===== src/pkg/owd_regs.vh =====
`ifndef OWD_REGS_VH
`define OWD_REGS_VH

// ------------------------------------------------------------------
// Register byte offsets on the programming port
// ------------------------------------------------------------------
`define OWD_OFS_OPTION 4'h0
`define OWD_OFS_USERID 4'h4
`define OWD_OFS_STATUS 4'h8
`define OWD_OFS_DECODE 4'hC

// ------------------------------------------------------------------
// Storage word indices and widths
// ------------------------------------------------------------------
`define OWD_IDX_OPTION 1'b0
`define OWD_IDX_USERID 1'b1
`define OWD_WORD_W 13
`define OWD_ERASED 13'h1FFF

// ------------------------------------------------------------------
// Option word field positions
// ------------------------------------------------------------------
`define OWD_BIT_OSC_TYPE 12
`define OWD_BIT_WDT_DIS_N 11
`define OWD_BIT_CYC_LEN 10
`define OWD_BIT_PROT_N 9
`define OWD_BIT_XTAL_RANGE 8
`define OWD_BIT_RC_SRC 7
`define OWD_BIT_OSC_PWR 6
`define OWD_UNUSED_MASK 13'h003F

// ------------------------------------------------------------------
// Status and decode readback field positions
// ------------------------------------------------------------------
`define OWD_ST_LOADED 0
`define OWD_ST_RANGE_WARN 1
`define OWD_ST_PWR_WARN 2
`define OWD_DEC_EXT_RC 0
`define OWD_DEC_INT_RC 1
`define OWD_DEC_HXT 2
`define OWD_DEC_LXT 3
`define OWD_DEC_WDT_EN 4
`define OWD_DEC_PROT_EN 5
`define OWD_DEC_DIV4 6
`define OWD_DEC_HIPWR 7

// ------------------------------------------------------------------
// Timing and frequency constants
// ------------------------------------------------------------------
`define OWD_CYC_PERIODS_SHORT 3'h2
`define OWD_CYC_PERIODS_LONG 3'h4
`define OWD_TMR_DIV_SHORT 3'h2
`define OWD_TMR_DIV_LONG 3'h4
`define OWD_IRC_NOM_KHZ 13'h0FA0
`define OWD_RST_DECODE 13'h0000

`endif


===== src/owd_otp_mem.v =====
`include "owd_regs.vh"

module owd_otp_mem (
  // Clock
  input wire mclk,
  input wire ce,
  // Access port
  input wire wr_en,
  input wire rd_en,
  input wire addr,
  input wire [12:0] wr_data,
  output reg [12:0] rd_data_ff
);

  reg [12:0] word_ff [0:1];

  // ------------------------------------------------------------------
  // Non-volatile contents: srst must not wipe them, so erased at power-up
  // ------------------------------------------------------------------
  integer i;
  initial begin
    for (i = 0; i < 2; i = i + 1) begin
      word_ff[i] = `OWD_ERASED;
    end
  end

  // Programming only clears bits, like a real fuse array
  always @(posedge mclk) begin
    if (ce) begin
      if (wr_en) begin
        word_ff[addr] <= word_ff[addr] & wr_data;
      end
      if (rd_en) begin
        rd_data_ff <= word_ff[addr];
      end
    end
  end

endmodule // owd_otp_mem


===== src/owd_option_decoder.v =====
// Operation
// [RULE_01] Option bit 12 zero selects RC oscillator, one selects crystal.
// [RULE_02] Option bit 11 zero enables watchdog, one disables it.
// [RULE_03] Option bit 10 picks two or four oscillator periods per cycle.
// [RULE_04] Option bit 9 zero enables code protection, one disables it.
// [RULE_05] Option bit 8 zero picks low crystal range, one high range.
// [RULE_06] Range bit matters only in crystal type; programmer writes it zero otherwise.
// [RULE_07] Option bit 7 zero uses internal capacitor, one external RC.
// [RULE_08] Option bit 6 selects oscillator power; bits 5 to 0 unused.
// [RULE_09] Option word lives outside program memory, no program access.
// [RULE_10] Thirteen-bit user ID held outside program memory, no program access.
// [RULE_11] Internal capacitor RC mode runs nominally at 4 MHz.
// [RULE_12] Oscillator mode derived from type, range, power and RC-select bits; the mode outputs here ignore the power bit.
// [RULE_13] Four-period cycles clock timer source at oscillator divided by four.
// [RULE_14] Decoded settings are latched after reset and held constant.
`include "owd_regs.vh"

module owd_option_decoder (
  // Clock and reset
  input wire mclk,
  input wire srst,
  input wire ce,
  // Programmer port, Avalon-MM slave
  input wire [3:0] avs_address,
  input wire avs_read,
  input wire avs_write,
  input wire [31:0] avs_writedata,
  input wire [3:0] avs_byteenable,
  output reg [31:0] avs_readdata,
  output reg avs_waitrequest,
  // Decoded static configuration
  output reg osc_type_xtal,
  output reg watchdog_en,
  output reg code_protect_en,
  output reg crystal_range_high,
  output reg rc_external,
  output reg osc_high_power,
  output reg external_rc_mode,
  output reg internal_cap_rc_mode,
  output reg high_crystal_mode,
  output reg low_crystal_mode,
  output reg [2:0] cycle_osc_periods,
  output reg [2:0] timer_src_div,
  output reg [12:0] nominal_freq_khz,
  output reg config_valid
);

  // ------------------------------------------------------------------
  // State encodings
  // ------------------------------------------------------------------
  localparam L_FETCH = 2'b00;
  localparam L_WAIT = 2'b01;
  localparam L_RUN = 2'b10;

  localparam B_IDLE = 2'b00;
  localparam B_RDMEM = 2'b01;
  localparam B_ACK = 2'b10;

  reg [1:0] load_st_ff;
  reg [1:0] nxt_load_st;
  reg [1:0] bus_st_ff;
  reg [1:0] nxt_bus_st;
  reg range_warn_ff;
  reg pwr_warn_ff;

  // ------------------------------------------------------------------
  // Decode helpers
  // ------------------------------------------------------------------
  wire [12:0] mem_q;
  wire [12:0] opt = mem_q;
  wire o_type = opt[`OWD_BIT_OSC_TYPE];
  wire o_wdt_n = opt[`OWD_BIT_WDT_DIS_N];
  wire o_cyc = opt[`OWD_BIT_CYC_LEN];
  wire o_prot_n = opt[`OWD_BIT_PROT_N];
  wire o_range = opt[`OWD_BIT_XTAL_RANGE];
  wire o_rcsrc = opt[`OWD_BIT_RC_SRC];
  wire o_pwr = opt[`OWD_BIT_OSC_PWR];

  wire bus_req = avs_read | avs_write;
  wire is_opt = (avs_address == `OWD_OFS_OPTION);
  wire is_id = (avs_address == `OWD_OFS_USERID);
  wire is_mem = is_opt | is_id;
  wire be_ok = (avs_byteenable[1:0] == 2'b11);
  wire loading = (load_st_ff != L_RUN);

  // ------------------------------------------------------------------
  // Shared storage port: loader owns it until the settings are latched
  // ------------------------------------------------------------------
  // Only the programmer port and the loader reach the storage [RULE_09] [RULE_10]
  wire mem_wr = ~loading & (bus_st_ff == B_IDLE) & avs_write & is_mem & be_ok;
  wire mem_rd = loading | ((bus_st_ff == B_IDLE) & avs_read & is_mem);
  wire mem_addr = loading ? `OWD_IDX_OPTION : is_id;

  owd_otp_mem u_mem (
    .mclk(mclk),
    .ce(ce),
    .wr_en(mem_wr),
    .rd_en(mem_rd),
    .addr(mem_addr),
    .wr_data(avs_writedata[12:0]),
    .rd_data_ff(mem_q)
  );

  // ------------------------------------------------------------------
  // Loader: one fetch after reset, then the settings stay frozen
  // ------------------------------------------------------------------
  always @* begin
    nxt_load_st = load_st_ff;
    case (load_st_ff)
      L_FETCH: nxt_load_st = L_WAIT;
      L_WAIT: nxt_load_st = L_RUN;
      L_RUN: nxt_load_st = L_RUN;
      default: nxt_load_st = L_FETCH;
    endcase
  end

  always @(posedge mclk) begin
    if (srst) begin
      load_st_ff <= L_FETCH;
      osc_type_xtal <= 1'b0;
      watchdog_en <= 1'b0;
      code_protect_en <= 1'b0;
      crystal_range_high <= 1'b0;
      rc_external <= 1'b0;
      osc_high_power <= 1'b0;
      external_rc_mode <= 1'b0;
      internal_cap_rc_mode <= 1'b0;
      high_crystal_mode <= 1'b0;
      low_crystal_mode <= 1'b0;
      cycle_osc_periods <= `OWD_CYC_PERIODS_SHORT;
      timer_src_div <= `OWD_TMR_DIV_SHORT;
      nominal_freq_khz <= `OWD_RST_DECODE;
      config_valid <= 1'b0;
      range_warn_ff <= 1'b0;
      pwr_warn_ff <= 1'b0;
    end else if (ce) begin
      load_st_ff <= nxt_load_st;
      // Captured once; later programming shows only after the next reset [RULE_14]
      if (load_st_ff == L_WAIT) begin
        osc_type_xtal <= o_type; // [RULE_01]
        watchdog_en <= ~o_wdt_n; // [RULE_02]
        code_protect_en <= ~o_prot_n; // [RULE_04]
        // Range bit is ignored in RC type [RULE_05] [RULE_06]
        crystal_range_high <= o_type & o_range;
        rc_external <= ~o_type & o_rcsrc; // [RULE_07]
        osc_high_power <= o_pwr; // [RULE_08]
        external_rc_mode <= ~o_type & o_rcsrc; // [RULE_12]
        internal_cap_rc_mode <= ~o_type & ~o_rcsrc; // [RULE_12]
        high_crystal_mode <= o_type & o_range; // [RULE_12]
        // Low crystal with high power is not a listed mode; it still runs low crystal
        low_crystal_mode <= o_type & ~o_range; // [RULE_12]
        cycle_osc_periods <= o_cyc ? `OWD_CYC_PERIODS_LONG : `OWD_CYC_PERIODS_SHORT; // [RULE_03]
        timer_src_div <= o_cyc ? `OWD_TMR_DIV_LONG : `OWD_TMR_DIV_SHORT; // [RULE_13]
        nominal_freq_khz <= (~o_type & ~o_rcsrc) ? `OWD_IRC_NOM_KHZ : `OWD_RST_DECODE; // [RULE_11]
        config_valid <= 1'b1;
        // Programmer broke the range-bit convention in RC type [RULE_06]
        range_warn_ff <= ~o_type & o_range;
        pwr_warn_ff <= o_type & ~o_range & o_pwr;
      end
    end
  end

  // ------------------------------------------------------------------
  // Programmer port
  // ------------------------------------------------------------------
  always @* begin
    nxt_bus_st = bus_st_ff;
    case (bus_st_ff)
      B_IDLE: begin
        if (bus_req & ~loading) begin
          nxt_bus_st = (avs_read & is_mem) ? B_RDMEM : B_ACK;
        end
      end
      B_RDMEM: nxt_bus_st = B_ACK;
      B_ACK: nxt_bus_st = B_IDLE;
      default: nxt_bus_st = B_IDLE;
    endcase
  end

  always @(posedge mclk) begin
    if (srst) begin
      bus_st_ff <= B_IDLE;
      avs_waitrequest <= 1'b1;
      avs_readdata <= 32'h0000_0000;
    end else if (ce) begin
      bus_st_ff <= nxt_bus_st;
      avs_waitrequest <= ~((nxt_bus_st == B_ACK) & (bus_st_ff != B_ACK));
      if (bus_st_ff == B_RDMEM) begin
        // Protected parts hide both words from readback
        avs_readdata <= code_protect_en ? 32'h0000_0000 : {19'h0_0000, mem_q};
      end else if ((bus_st_ff == B_IDLE) & avs_read & ~loading) begin
        if (avs_address == `OWD_OFS_STATUS) begin
          avs_readdata <= {29'h0000_0000, pwr_warn_ff, range_warn_ff, config_valid};
        end else if (avs_address == `OWD_OFS_DECODE) begin
          avs_readdata <= {24'h00_0000, osc_high_power, (timer_src_div == `OWD_TMR_DIV_LONG),
                           code_protect_en, watchdog_en, low_crystal_mode, high_crystal_mode,
                           internal_cap_rc_mode, external_rc_mode};
        end else begin
          avs_readdata <= 32'h0000_0000;
        end
      end
    end
  end

endmodule // owd_option_decoder


===== config.mk =====
export PLATFORM = sky130hd
export DESIGN_NAME = owd_option_decoder
export DESIGN_NICKNAME = d
export VERILOG_FILES = /design/src/owd_otp_mem.v /design/src/owd_option_decoder.v
export VERILOG_INCLUDE_DIRS = /design/src /design/src/pkg
export SDC_FILE = /design/constraint.sdc
export NUM_CORES = 1
export LEC_CHECK = 0
export BUFFER_PORTS_ARGS = -buffer_cell sky130_fd_sc_hd__buf_4
export CORE_ASPECT_RATIO = 0.7
export CORE_MARGIN = 10
export CORE_UTILIZATION = 43
export DETAILED_ROUTE_END_ITERATION = 6
export PLACE_DENSITY = 0.78
export SLEW_MARGIN = 20
export SYNTH_ARGS = -nofsm -noshare
export SYNTH_HDL_FRONTEND = slang
export SYNTH_SLANG_ARGS = --single-unit
export TNS_END_PERCENT = 1

===== constraint.sdc =====
create_clock -name mclk -period 2.44 [get_ports mclk]
set_clock_uncertainty 0.1 [all_clocks]
set_input_delay 0.488 -clock mclk [delete_from_list [all_inputs] [get_ports mclk]]
set_output_delay 0.488 -clock mclk [all_outputs]
set_load 0.05 [all_outputs]

==> results.cfg, run 1 <==
[yosys]
syn_area_um2 = 3172
ys_seq_elements = 70
synth_area_leaders = edfxtp_1 (37%), dfxtp_1 (20%), buf_4 (9.2%)
synth_seq_area_share_pct = 56.49
yosysUniqueCellTypes = 37
synth_area_per_cell_um2 = 10.47
synth_top_area_share_pct = 36.92
yosysTopAreaCell = edfxtp_1
ys_warn_count = 0
synthCells = 303

[worst_setup_path]
rr_worst_depth = 6
critPathMaxFanout = 13
start_kind = flop
cp-end-kind = flop
critPathArrivalTime_ps = 2190
worstPathRequired_ps = 2400
path_class = reg2reg

[global_route]
grt_pass1_wl_mm = 11.46
globalRouteOverflowTotal = 0
antenna_found_initial = 0
grt_max_degree = 32
first_global_vias = 2266
grt_usage_pct = 12.92

[timing]
setup_viol = 0
fin_ws_ps = 202.7
slew-limit-headroom_pct = 60.99
finalHoldViolCount = 0
fin_crit_sh_pct = 91.69
fin_crit_ps = 2237
setup-tns-final_ps = 0
grt_setup_unrepaired = false
fmax_mhz = 447.0
tightest_slew_ps = 582.9
finalMaxSlewViolations = 0

[die]
fp-row-count = 26
fp.dieH_um = 91.86
die-area_um2 = 11270
ios = 108
die_w_um = 122.7
start_util_pct = 43.92
core_area_um2 = 7222

[final_layout]
drive_above_1_share_pct = 24.03
final_common_cell = buf_4
fin_nets = 405
final_cell_mix = buf_4 (65), edfxtp_1 (39), nand2_1 (34), dfxtp_1 (31), conb_1 (28)
area_growth_pct = 19.05
antenna_cells = 0

[routing]
drc_errors = 0
first_pass_iters = 4
via_count = 2391
wl_per_cell_um = 16.03
drtAntennaViolNets = 0
wl_mm = 7.373
routed_via_density = 5.198
drt_iter0_drc = 142

[placement]
pre_cts_slack_ps = 163.1
io_buffers = 58
post-dp-hpwl_mm = 5.402
gp_congestion = 0.8415

[cts]
cts_max_level = 3
clock_latency_ps = 340
cts_buffer_depth = 2
cts_buffers = 9
clkTransAtPathRegs_ps = 70
numClockSinks = 70
cts_tree = yes
clock_tree.root_cell = clkbuf_8

[status]
status = finished clean

[power]
leakagePower_nw = 1.436
power_mw = 2.539
ir_drop_v = 0.0003388
p_per_area_nw_per_um2 = 672.3

[hold_path]
hold_class = reg2reg
whs_path_depth = 2

[job]
maxCapViolCount = 0
## path summary, 6_finish.rpt
check / startpoint / to / slack, ps
worst max-delay path: load_st_ff[0]$_SDFFE_PP0P_ / u_mem.word_ff[0][4]$_DFFE_PP_ / 200
worst min-delay path: range_warn_ff$_SDFFE_PP0P_ / range_warn_ff$_SDFFE_PP0P_ / 360
worst max register to register: load_st_ff[0]$_SDFFE_PP0P_ / u_mem.word_ff[0][4]$_DFFE_PP_ / 200
worst min register to register: range_warn_ff$_SDFFE_PP0P_ / range_warn_ff$_SDFFE_PP0P_ / 360
## repair_timing
action	CTS	global route
buffers inserted	0	0
gates resized for setup	0	1
hold endpoints to repair	0	0
endpoints found under the setup margin	0	2
hold buffers	0	0
## layer usage
| layer | vias up | GRT usage, % | share of wire, % |
|---|---|---|---|
| li1 | 1144 | - | - |
| met1 | 1137 | 16.42 | 42 |
| met2 | 101 | 19.41 | 46 |
| met3 | 9 | 6.369 | 11 |
| met4 | 0 | 2.740 | 0.90 |
| met5 | - | 0 | 0 |
## worst max-delay path: stages, from the launching register on
cell and delay [ps]:
dfxtp_1 330, inv_1 80, ha_1 180, or3b_1 400
or4_4 520, a21oi_2 170, buf_12 170
## flip-flops by register name, indices dropped and copies added (netlist names)
signal,flops
u_mem.word_ff,26
avs_readdata,13
u_mem.rd_data_ff,13
bus_st_ff,2
load_st_ff,2
timer_src_div,2
avs_waitrequest,1
code_protect_en,1
config_valid,1
external_rc_mode,1
high_crystal_mode,1
low_crystal_mode,1
nominal_freq_khz,1
osc_high_power,1
osc_type_xtal,1
pwr_warn_ff,1
range_warn_ff,1
watchdog_en,1
## power by group
part	switching [mW]	internal, mW
clock network	0.406	0.491
logic	0.259	0.0889
registers	0.0253	1.27
total	0.690	1.85
## cells by family after synthesis
| logic type | Yosys count | synth area share, % |
|---|---|---|
| other cells | 1 | 0.1182 |
| flops | 70 | 56.49 |
| compound gates | 71 | 14.04 |
| buf+inv | 55 | 11.24 |
| mux | 5 | 1.696 |
| simple gates | 98 | 15.23 |
| fa+ha+maj | 3 | 1.184 |
## cell usage after synthesis (all sizes together)
master and count:
buf 42, edfxtp 39, nand2 34, dfxtp 31, a21oi 25, o21ai 18, nand3 16, nor2 16
nand4 14, a21boi 13, clkbuf 9, a311oi 8, inv 4, and2 3, ha 3, mux2 3
a211o 2, a211oi 2, mux2i 2, nand2b 2, nand3b 2, nor2b 2, nor3 2, or3 2
a21o 1, a22oi 1, and4b 1, conb 1, nor3b 1, nor4b 1, o311a 1, or3b 1
or4 1
## metrics by stage
stage	utilization, %	cell area [um2]	instances	hold slack, ps
global placement	49.64	3585	444	340.7
global route	52.29	3776	460	372.4
finish	52.29	3776	460	359.4
detailed placement	49.64	3585	444	354.3
floorplan	-	3276	330	329.4
CTS	52.29	3776	460	363.8
## final cells by class
| cell class | count | area, um2 |
|---|---|---|
| clock buffer | 11 | 141.4 |
| clock inverter | 5 | 50.05 |
| tap | 98 | 122.6 |
| multi-input combinational | 205 | 1127 |
| fill | 664 | 3446 |
| timing repair buffer | 67 | 528.0 |
| inverter | 4 | 15.01 |
| sequential | 70 | 1792 |
Note: power is estimated with default switching activity, not from simulation.
==> inputs of run 2 (changes only) <==
- CORE_UTILIZATION: 43 -> 47
- CTS_BUF_LIST: default -> sky130_fd_sc_hd__clkbuf_4 sky130_fd_sc_hd__clkbuf_8
- PLACE_DENSITY: 0.78 -> 0.83
==> run 2 against run 1 <==
- largest cell class unchanged
- die area decreased by 6.9%
- utilization grew 7.3 points
- wire length about the same
- flip-flop and latch count stayed put
- highest routed layer unchanged
- design area grew 0.89%
- sequential power about the same
- combinational power about the same
==> results.cfg, run 2 (synthesized netlist as in run 1, its figures left out) <==
[placement]
gp_congestion = 0.8257
io_buffers = 58
post-dp-hpwl_mm = 5.412

[timing]
grt_setup_unrepaired = false
finalHoldViolCount = 0
fin_crit_sh_pct = 91.54
setup_viol = 0
fin_crit_ps = 2234
setup-tns-final_ps = 0
fmax_mhz = 447.7
tightest_slew_ps = 586.0
finalMaxSlewViolations = 0
slew-limit-headroom_pct = 60.38
holdWs_ps = 357.1

[routing]
drtAntennaViolNets = 0
wl_mm = 7.369
drt_iter0_drc = 185
wl_per_cell_um = 16.20
via_count = 2389
drc_errors = 0
first_pass_iters = 5
routed_via_density = 5.251

[global_route]
grt_usage_pct = 13.82
first_global_vias = 2287
globalRouteOverflowTotal = 0
grt_pass1_wl_mm = 11.57
antenna_found_initial = 0
grt_max_degree = 32

[cts]
holdBufCountCts = 0
clock_latency_ps = 350
cts_resized = 0
clkTransAtPathRegs_ps = 70
clock_tree.root_cell = clkbuf_8
cts_setup_buffers = 0
cts_max_level = 3
numClockSinks = 70
cts_buffers = 9
cts_buffer_depth = 2
cts_tree = yes

[final_layout]
area_growth_pct = 20.12
final_cell_mix = buf_4 (67), edfxtp_1 (39), nand2_1 (34), dfxtp_1 (31), conb_1 (28)
final_common_cell = buf_4
largest_registers = u_mem.word_ff x26, avs_readdata x13, u_mem.rd_data_ff x13
antenna_cells = 0
largest_reg_flops = 26
fin_nets = 407
seq_area_um2 = 1792
top_register = u_mem.word_ff
nFillCells = 549
drive_above_1_share_pct = 25.27
multi_input_area_um2 = 1127

[power]
leakagePower_nw = 1.462
p_int_mw = 1.967
ir_drop_v = 0.0004494
power_frac_clock_pct = 38.3
swShare_pct = 26.14
p_comb_share_pct = 13.2
pwr-share-seq_pct = 48.5
p_switching_mw = 0.6961
p_per_area_nw_per_um2 = 698.9

[die]
fp-row-count = 24
ios = 108
die-area_um2 = 10490
die_w_um = 118.2
start_util_pct = 49.59
core_area_um2 = 6396
fp.dieH_um = 88.73

[worst_setup_path]
slowest_delay_ps = 510
cp-end-kind = flop
path_class = reg2reg
critPathMaxFanout = 13
worstPathRequired_ps = 2400
cpLargestDelayFamily = simple AND/OR/NAND/NOR gates
r2r-start = load_st_ff[0]$_SDFFE_PP0P_
cp_num_buf_inv = 2
worstPathCellList = inv_1 > ha_1 > or3b_1 > or4_4 > a21oi_2 > buf_12
start_kind = flop
critPathLaunch = load_st_ff[0]$_SDFFE_PP0P_
critPathSlowestCell = or4_4
critPathArrivalTime_ps = 2200

[status]
status = finished clean

[hold_path]
hold_class = reg2reg
holdCritStartpoint = osc_type_xtal$_SDFFE_PP0P_

[job]
maxCapViolCount = 0
run 2: cell types whose count changed in the layout (fill, tap and decap cells not counted):
cell / delta
bufinv_16: +1
clkbuf_8: -1
clkinv_1: -2
clkbuf_4: +3
and2_1: -1
clkbuf_1: -1
buf_4: +2
and2_0: +1
run 2: power groups by stage:
stage / Sequential, mW / Combinational, mW / Clock, mW
floorplan: 1.36 / 0.248 / 0
global placement: 1.32 / 0.342 / 0
detailed placement: 1.32 / 0.347 / 0
CTS: 1.29 / 0.348 / 1.03
global route: 1.30 / 0.373 / 1.08
finish: 1.29 / 0.350 / 1.02
run 2: stage by stage:
stage / cells / instance area [um2] / total power, mW / util [%] / setup slack, ps
final: 455 / 3810 / 2.663 / 59.57 / 206.5
after global placement: 439 / 3591 / 1.660 / 56.14 / 173.8
after detailed placement: 439 / 3591 / 1.665 / 56.14 / 170.5
after CTS: 455 / 3810 / 2.675 / 59.57 / 206.4
after global routing: 455 / 3810 / 2.752 / 59.57 / 147.1
after floorplan: 330 / 3276 / 1.605 / - / 73.89
run 2: final cells by class:
cell class / instances / area share, %
flip-flops and latches: 70 / 47.03
clock inverters: 4 / 1.905
repair buffers: 69 / 14.25
clock buffers: 12 / 3.842
well taps: 91 / 2.989
inverters: 4 / 0.3941
multi-input cells: 205 / 29.59
run 2: tightest hold or removal path, delay by kind of cell, from the launching register on:
family | cells | cell delay (ps)
compound gates | 1 | 50
simple gates | 1 | 50
flops | 1 | 310
run 2: final timing paths:
check	endpoint	cells past startpoint	slack (ps)
setup / recovery	u_mem.word_ff[0][8]$_DFFE_PP_	6	210
hold / removal	osc_type_xtal$_SDFFE_PP0P_	2	360
setup reg to reg	u_mem.word_ff[0][8]$_DFFE_PP_	6	210
hold reg to reg	osc_type_xtal$_SDFFE_PP0P_	2	360
run 2: per-layer routing:
layer / vias to the layer above / track usage (%) / part of all wire [%]
met1: 1119 / 17.71 / 45
li1: 1146 / - / -
met5: - / 0 / 0
met2: 111 / 20.46 / 44
met4: 0 / 5.481 / 1.6
met3: 13 / 5.662 / 9.5
==> inputs of run 3 (changes only) <==
- CELL_PAD_IN_SITES_DETAIL_PLACEMENT: default -> 2
- CELL_PAD_IN_SITES_GLOBAL_PLACEMENT: default -> 2
- CORE_UTILIZATION: 47 -> 28
- PLACE_DENSITY: 0.83 -> 0.82
==> run 3 against run 2 <==
- fmax shrank 3.8%
- clock power shrank 21%
- combinational power grew 3%
- utilization shrank 25 points
- global-route usage shrank 1.7 points
- critical path depth is the same
- first-iteration DRC count shrank 42%
- setup slack lost 88 ps
- worst hold slack gained 6.1 ps
- critical path type unchanged
==> results.cfg, run 3 (synthesized netlist as in run 1, its figures left out) <==
[timing]
setup-tns-final_ps = 0
fin_crit_sh_pct = 95.15
tightest_slew_ps = 596.4
grt_setup_unrepaired = false
fmax_mhz = 430.7
fin_crit_ps = 2322
setup_viol = 0
finalMaxSlewViolations = 0
slew-limit-headroom_pct = 60.09
finalHoldViolCount = 0
fin_ws_ps = 118.4

[global_route]
grt.busiest_layer = met2
antenna_found_initial = 0
grt_max_degree = 32
gr-usage-met2_pct = 20.44
grt_usage_pct = 12.15
use_met1_pct = 14.28
globalRouteOverflowTotal = 0
grt_pass1_wl_mm = 15.00
first_global_vias = 2591
use_met3_pct = 4.429

[cts]
holdBufCountCts = 0
cts_max_level = 3
cts_resized = 0
clkTransAtPathRegs_ps = 70
cts_buffers = 9
cts_setup_buffers = 0
clock_tree.root_cell = clkbuf_8
cts_buffer_depth = 2
cts_tree = yes
numClockSinks = 70
clock_latency_ps = 350

[die]
die_w_um = 147.2
fp-row-count = 32
start_util_pct = 28.70
die-area_um2 = 16050
ios = 108
core_area_um2 = 11050
fp.dieH_um = 109.0

[placement]
gp_congestion = 0.7597
io_buffers = 58
pre_cts_slack_ps = 87.79
post-dp-hpwl_mm = 7.438

[final_layout]
fin_nets = 407
largest_registers = u_mem.word_ff x26, avs_readdata x13, u_mem.rd_data_ff x13
largest_reg_flops = 26
drive_above_1_share_pct = 24.52
antenna_cells = 0
final_cell_mix = buf_4 (67), edfxtp_1 (39), nand2_1 (34), dfxtp_1 (31), conb_1 (28)
area_growth_pct = 20.67
top_register = u_mem.word_ff
final_common_cell = buf_4
nFillCells = 1235

[worst_setup_path]
slowest_delay_ps = 530
critPathMaxFanout = 13
path_class = reg2reg
critPathSlowestCell = or4_4
worstPathRequired_ps = 2410
start_kind = flop
worstPathCellList = inv_1 > ha_1 > or3b_1 > or4_4 > a21oi_2 > buf_12
critPathArrivalTime_ps = 2290
cp-end-kind = flop

[routing]
first_pass_iters = 5
drtAntennaViolNets = 0
drt_iter0_drc = 108
routed_via_density = 4.663
wl_mm = 9.803
via_count = 2406
wl_per_cell_um = 19.00
drc_errors = 0

[power]
leakagePower_nw = 1.429
p_per_area_nw_per_um2 = 642.0
ir_drop_v = 0.0002737

[job]
maxCapViolCount = 0

[hold_path]
hold_class = reg2reg

[status]
status = finished clean
run 3: routing by layer:
metal,routed length [um],vias to the layer above
li1,-,1144
met1,4400,1191
met2,4746,63
met3,530,8
met4,125,0
met5,0,-
run 3: worst max-delay path: cells and delay by family (launching register included):
| kind | cells | cell delay [ps] |
|---|---|---|
| buffers and inverters | 2 | 280 |
| and+or+nand+nor | 2 | 940 |
| DFF | 1 | 330 |
| AOI/OAI and AO/OA | 1 | 180 |
| adders and majority gates | 1 | 200 |
run 3: cell type report:
class                   count  area (um2)  area share [%]
flip-flops and latches     70        1792           46.81
well taps                 153       191.4           5.002
repair buffers             69       543.0           14.19
clock buffers              10       131.4           3.432
multi-input cells         205        1127           29.45
clock inverters             5       27.53          0.7192
inverters                   4       15.01          0.3923
run 3: final timing paths:
kind / from / to / slack, ps / cells after the start
hold reg to reg: osc_type_xtal$_SDFFE_PP0P_ / osc_type_xtal$_SDFFE_PP0P_ / 360 / 2
hold / removal: osc_type_xtal$_SDFFE_PP0P_ / osc_type_xtal$_SDFFE_PP0P_ / 360 / 2
setup reg to reg: load_st_ff[0]$_SDFFE_PP0P_ / u_mem.word_ff[0][10]$_DFFE_PP_ / 120 / 6
setup / recovery: load_st_ff[0]$_SDFFE_PP0P_ / u_mem.word_ff[0][10]$_DFFE_PP_ / 120 / 6
run 3: per-stage QoR:
stage	hold WS [ps]	total power [mW]	utilization (%)	std cells	area, um2
global route	383.5	2.555	34.64	516	3827
CTS	365.1	2.483	34.64	516	3827
global placement	336.7	1.666	33.20	501	3669
finish	363.3	2.457	34.64	516	3827
detailed placement	354.7	1.681	33.20	501	3669
floorplan	329.4	1.605	-	330	3276
run 3: report_power, final:
| group | switching [mW] | internal [mW] | leakage [nW] |
|---|---|---|---|
| Combinational | 0.270 | 0.0893 | 0.737 |
| Clock | 0.437 | 0.365 | 0.0766 |
| Sequential | 0.0270 | 1.27 | 0.615 |
| Total | 0.734 | 1.72 | 1.43 |
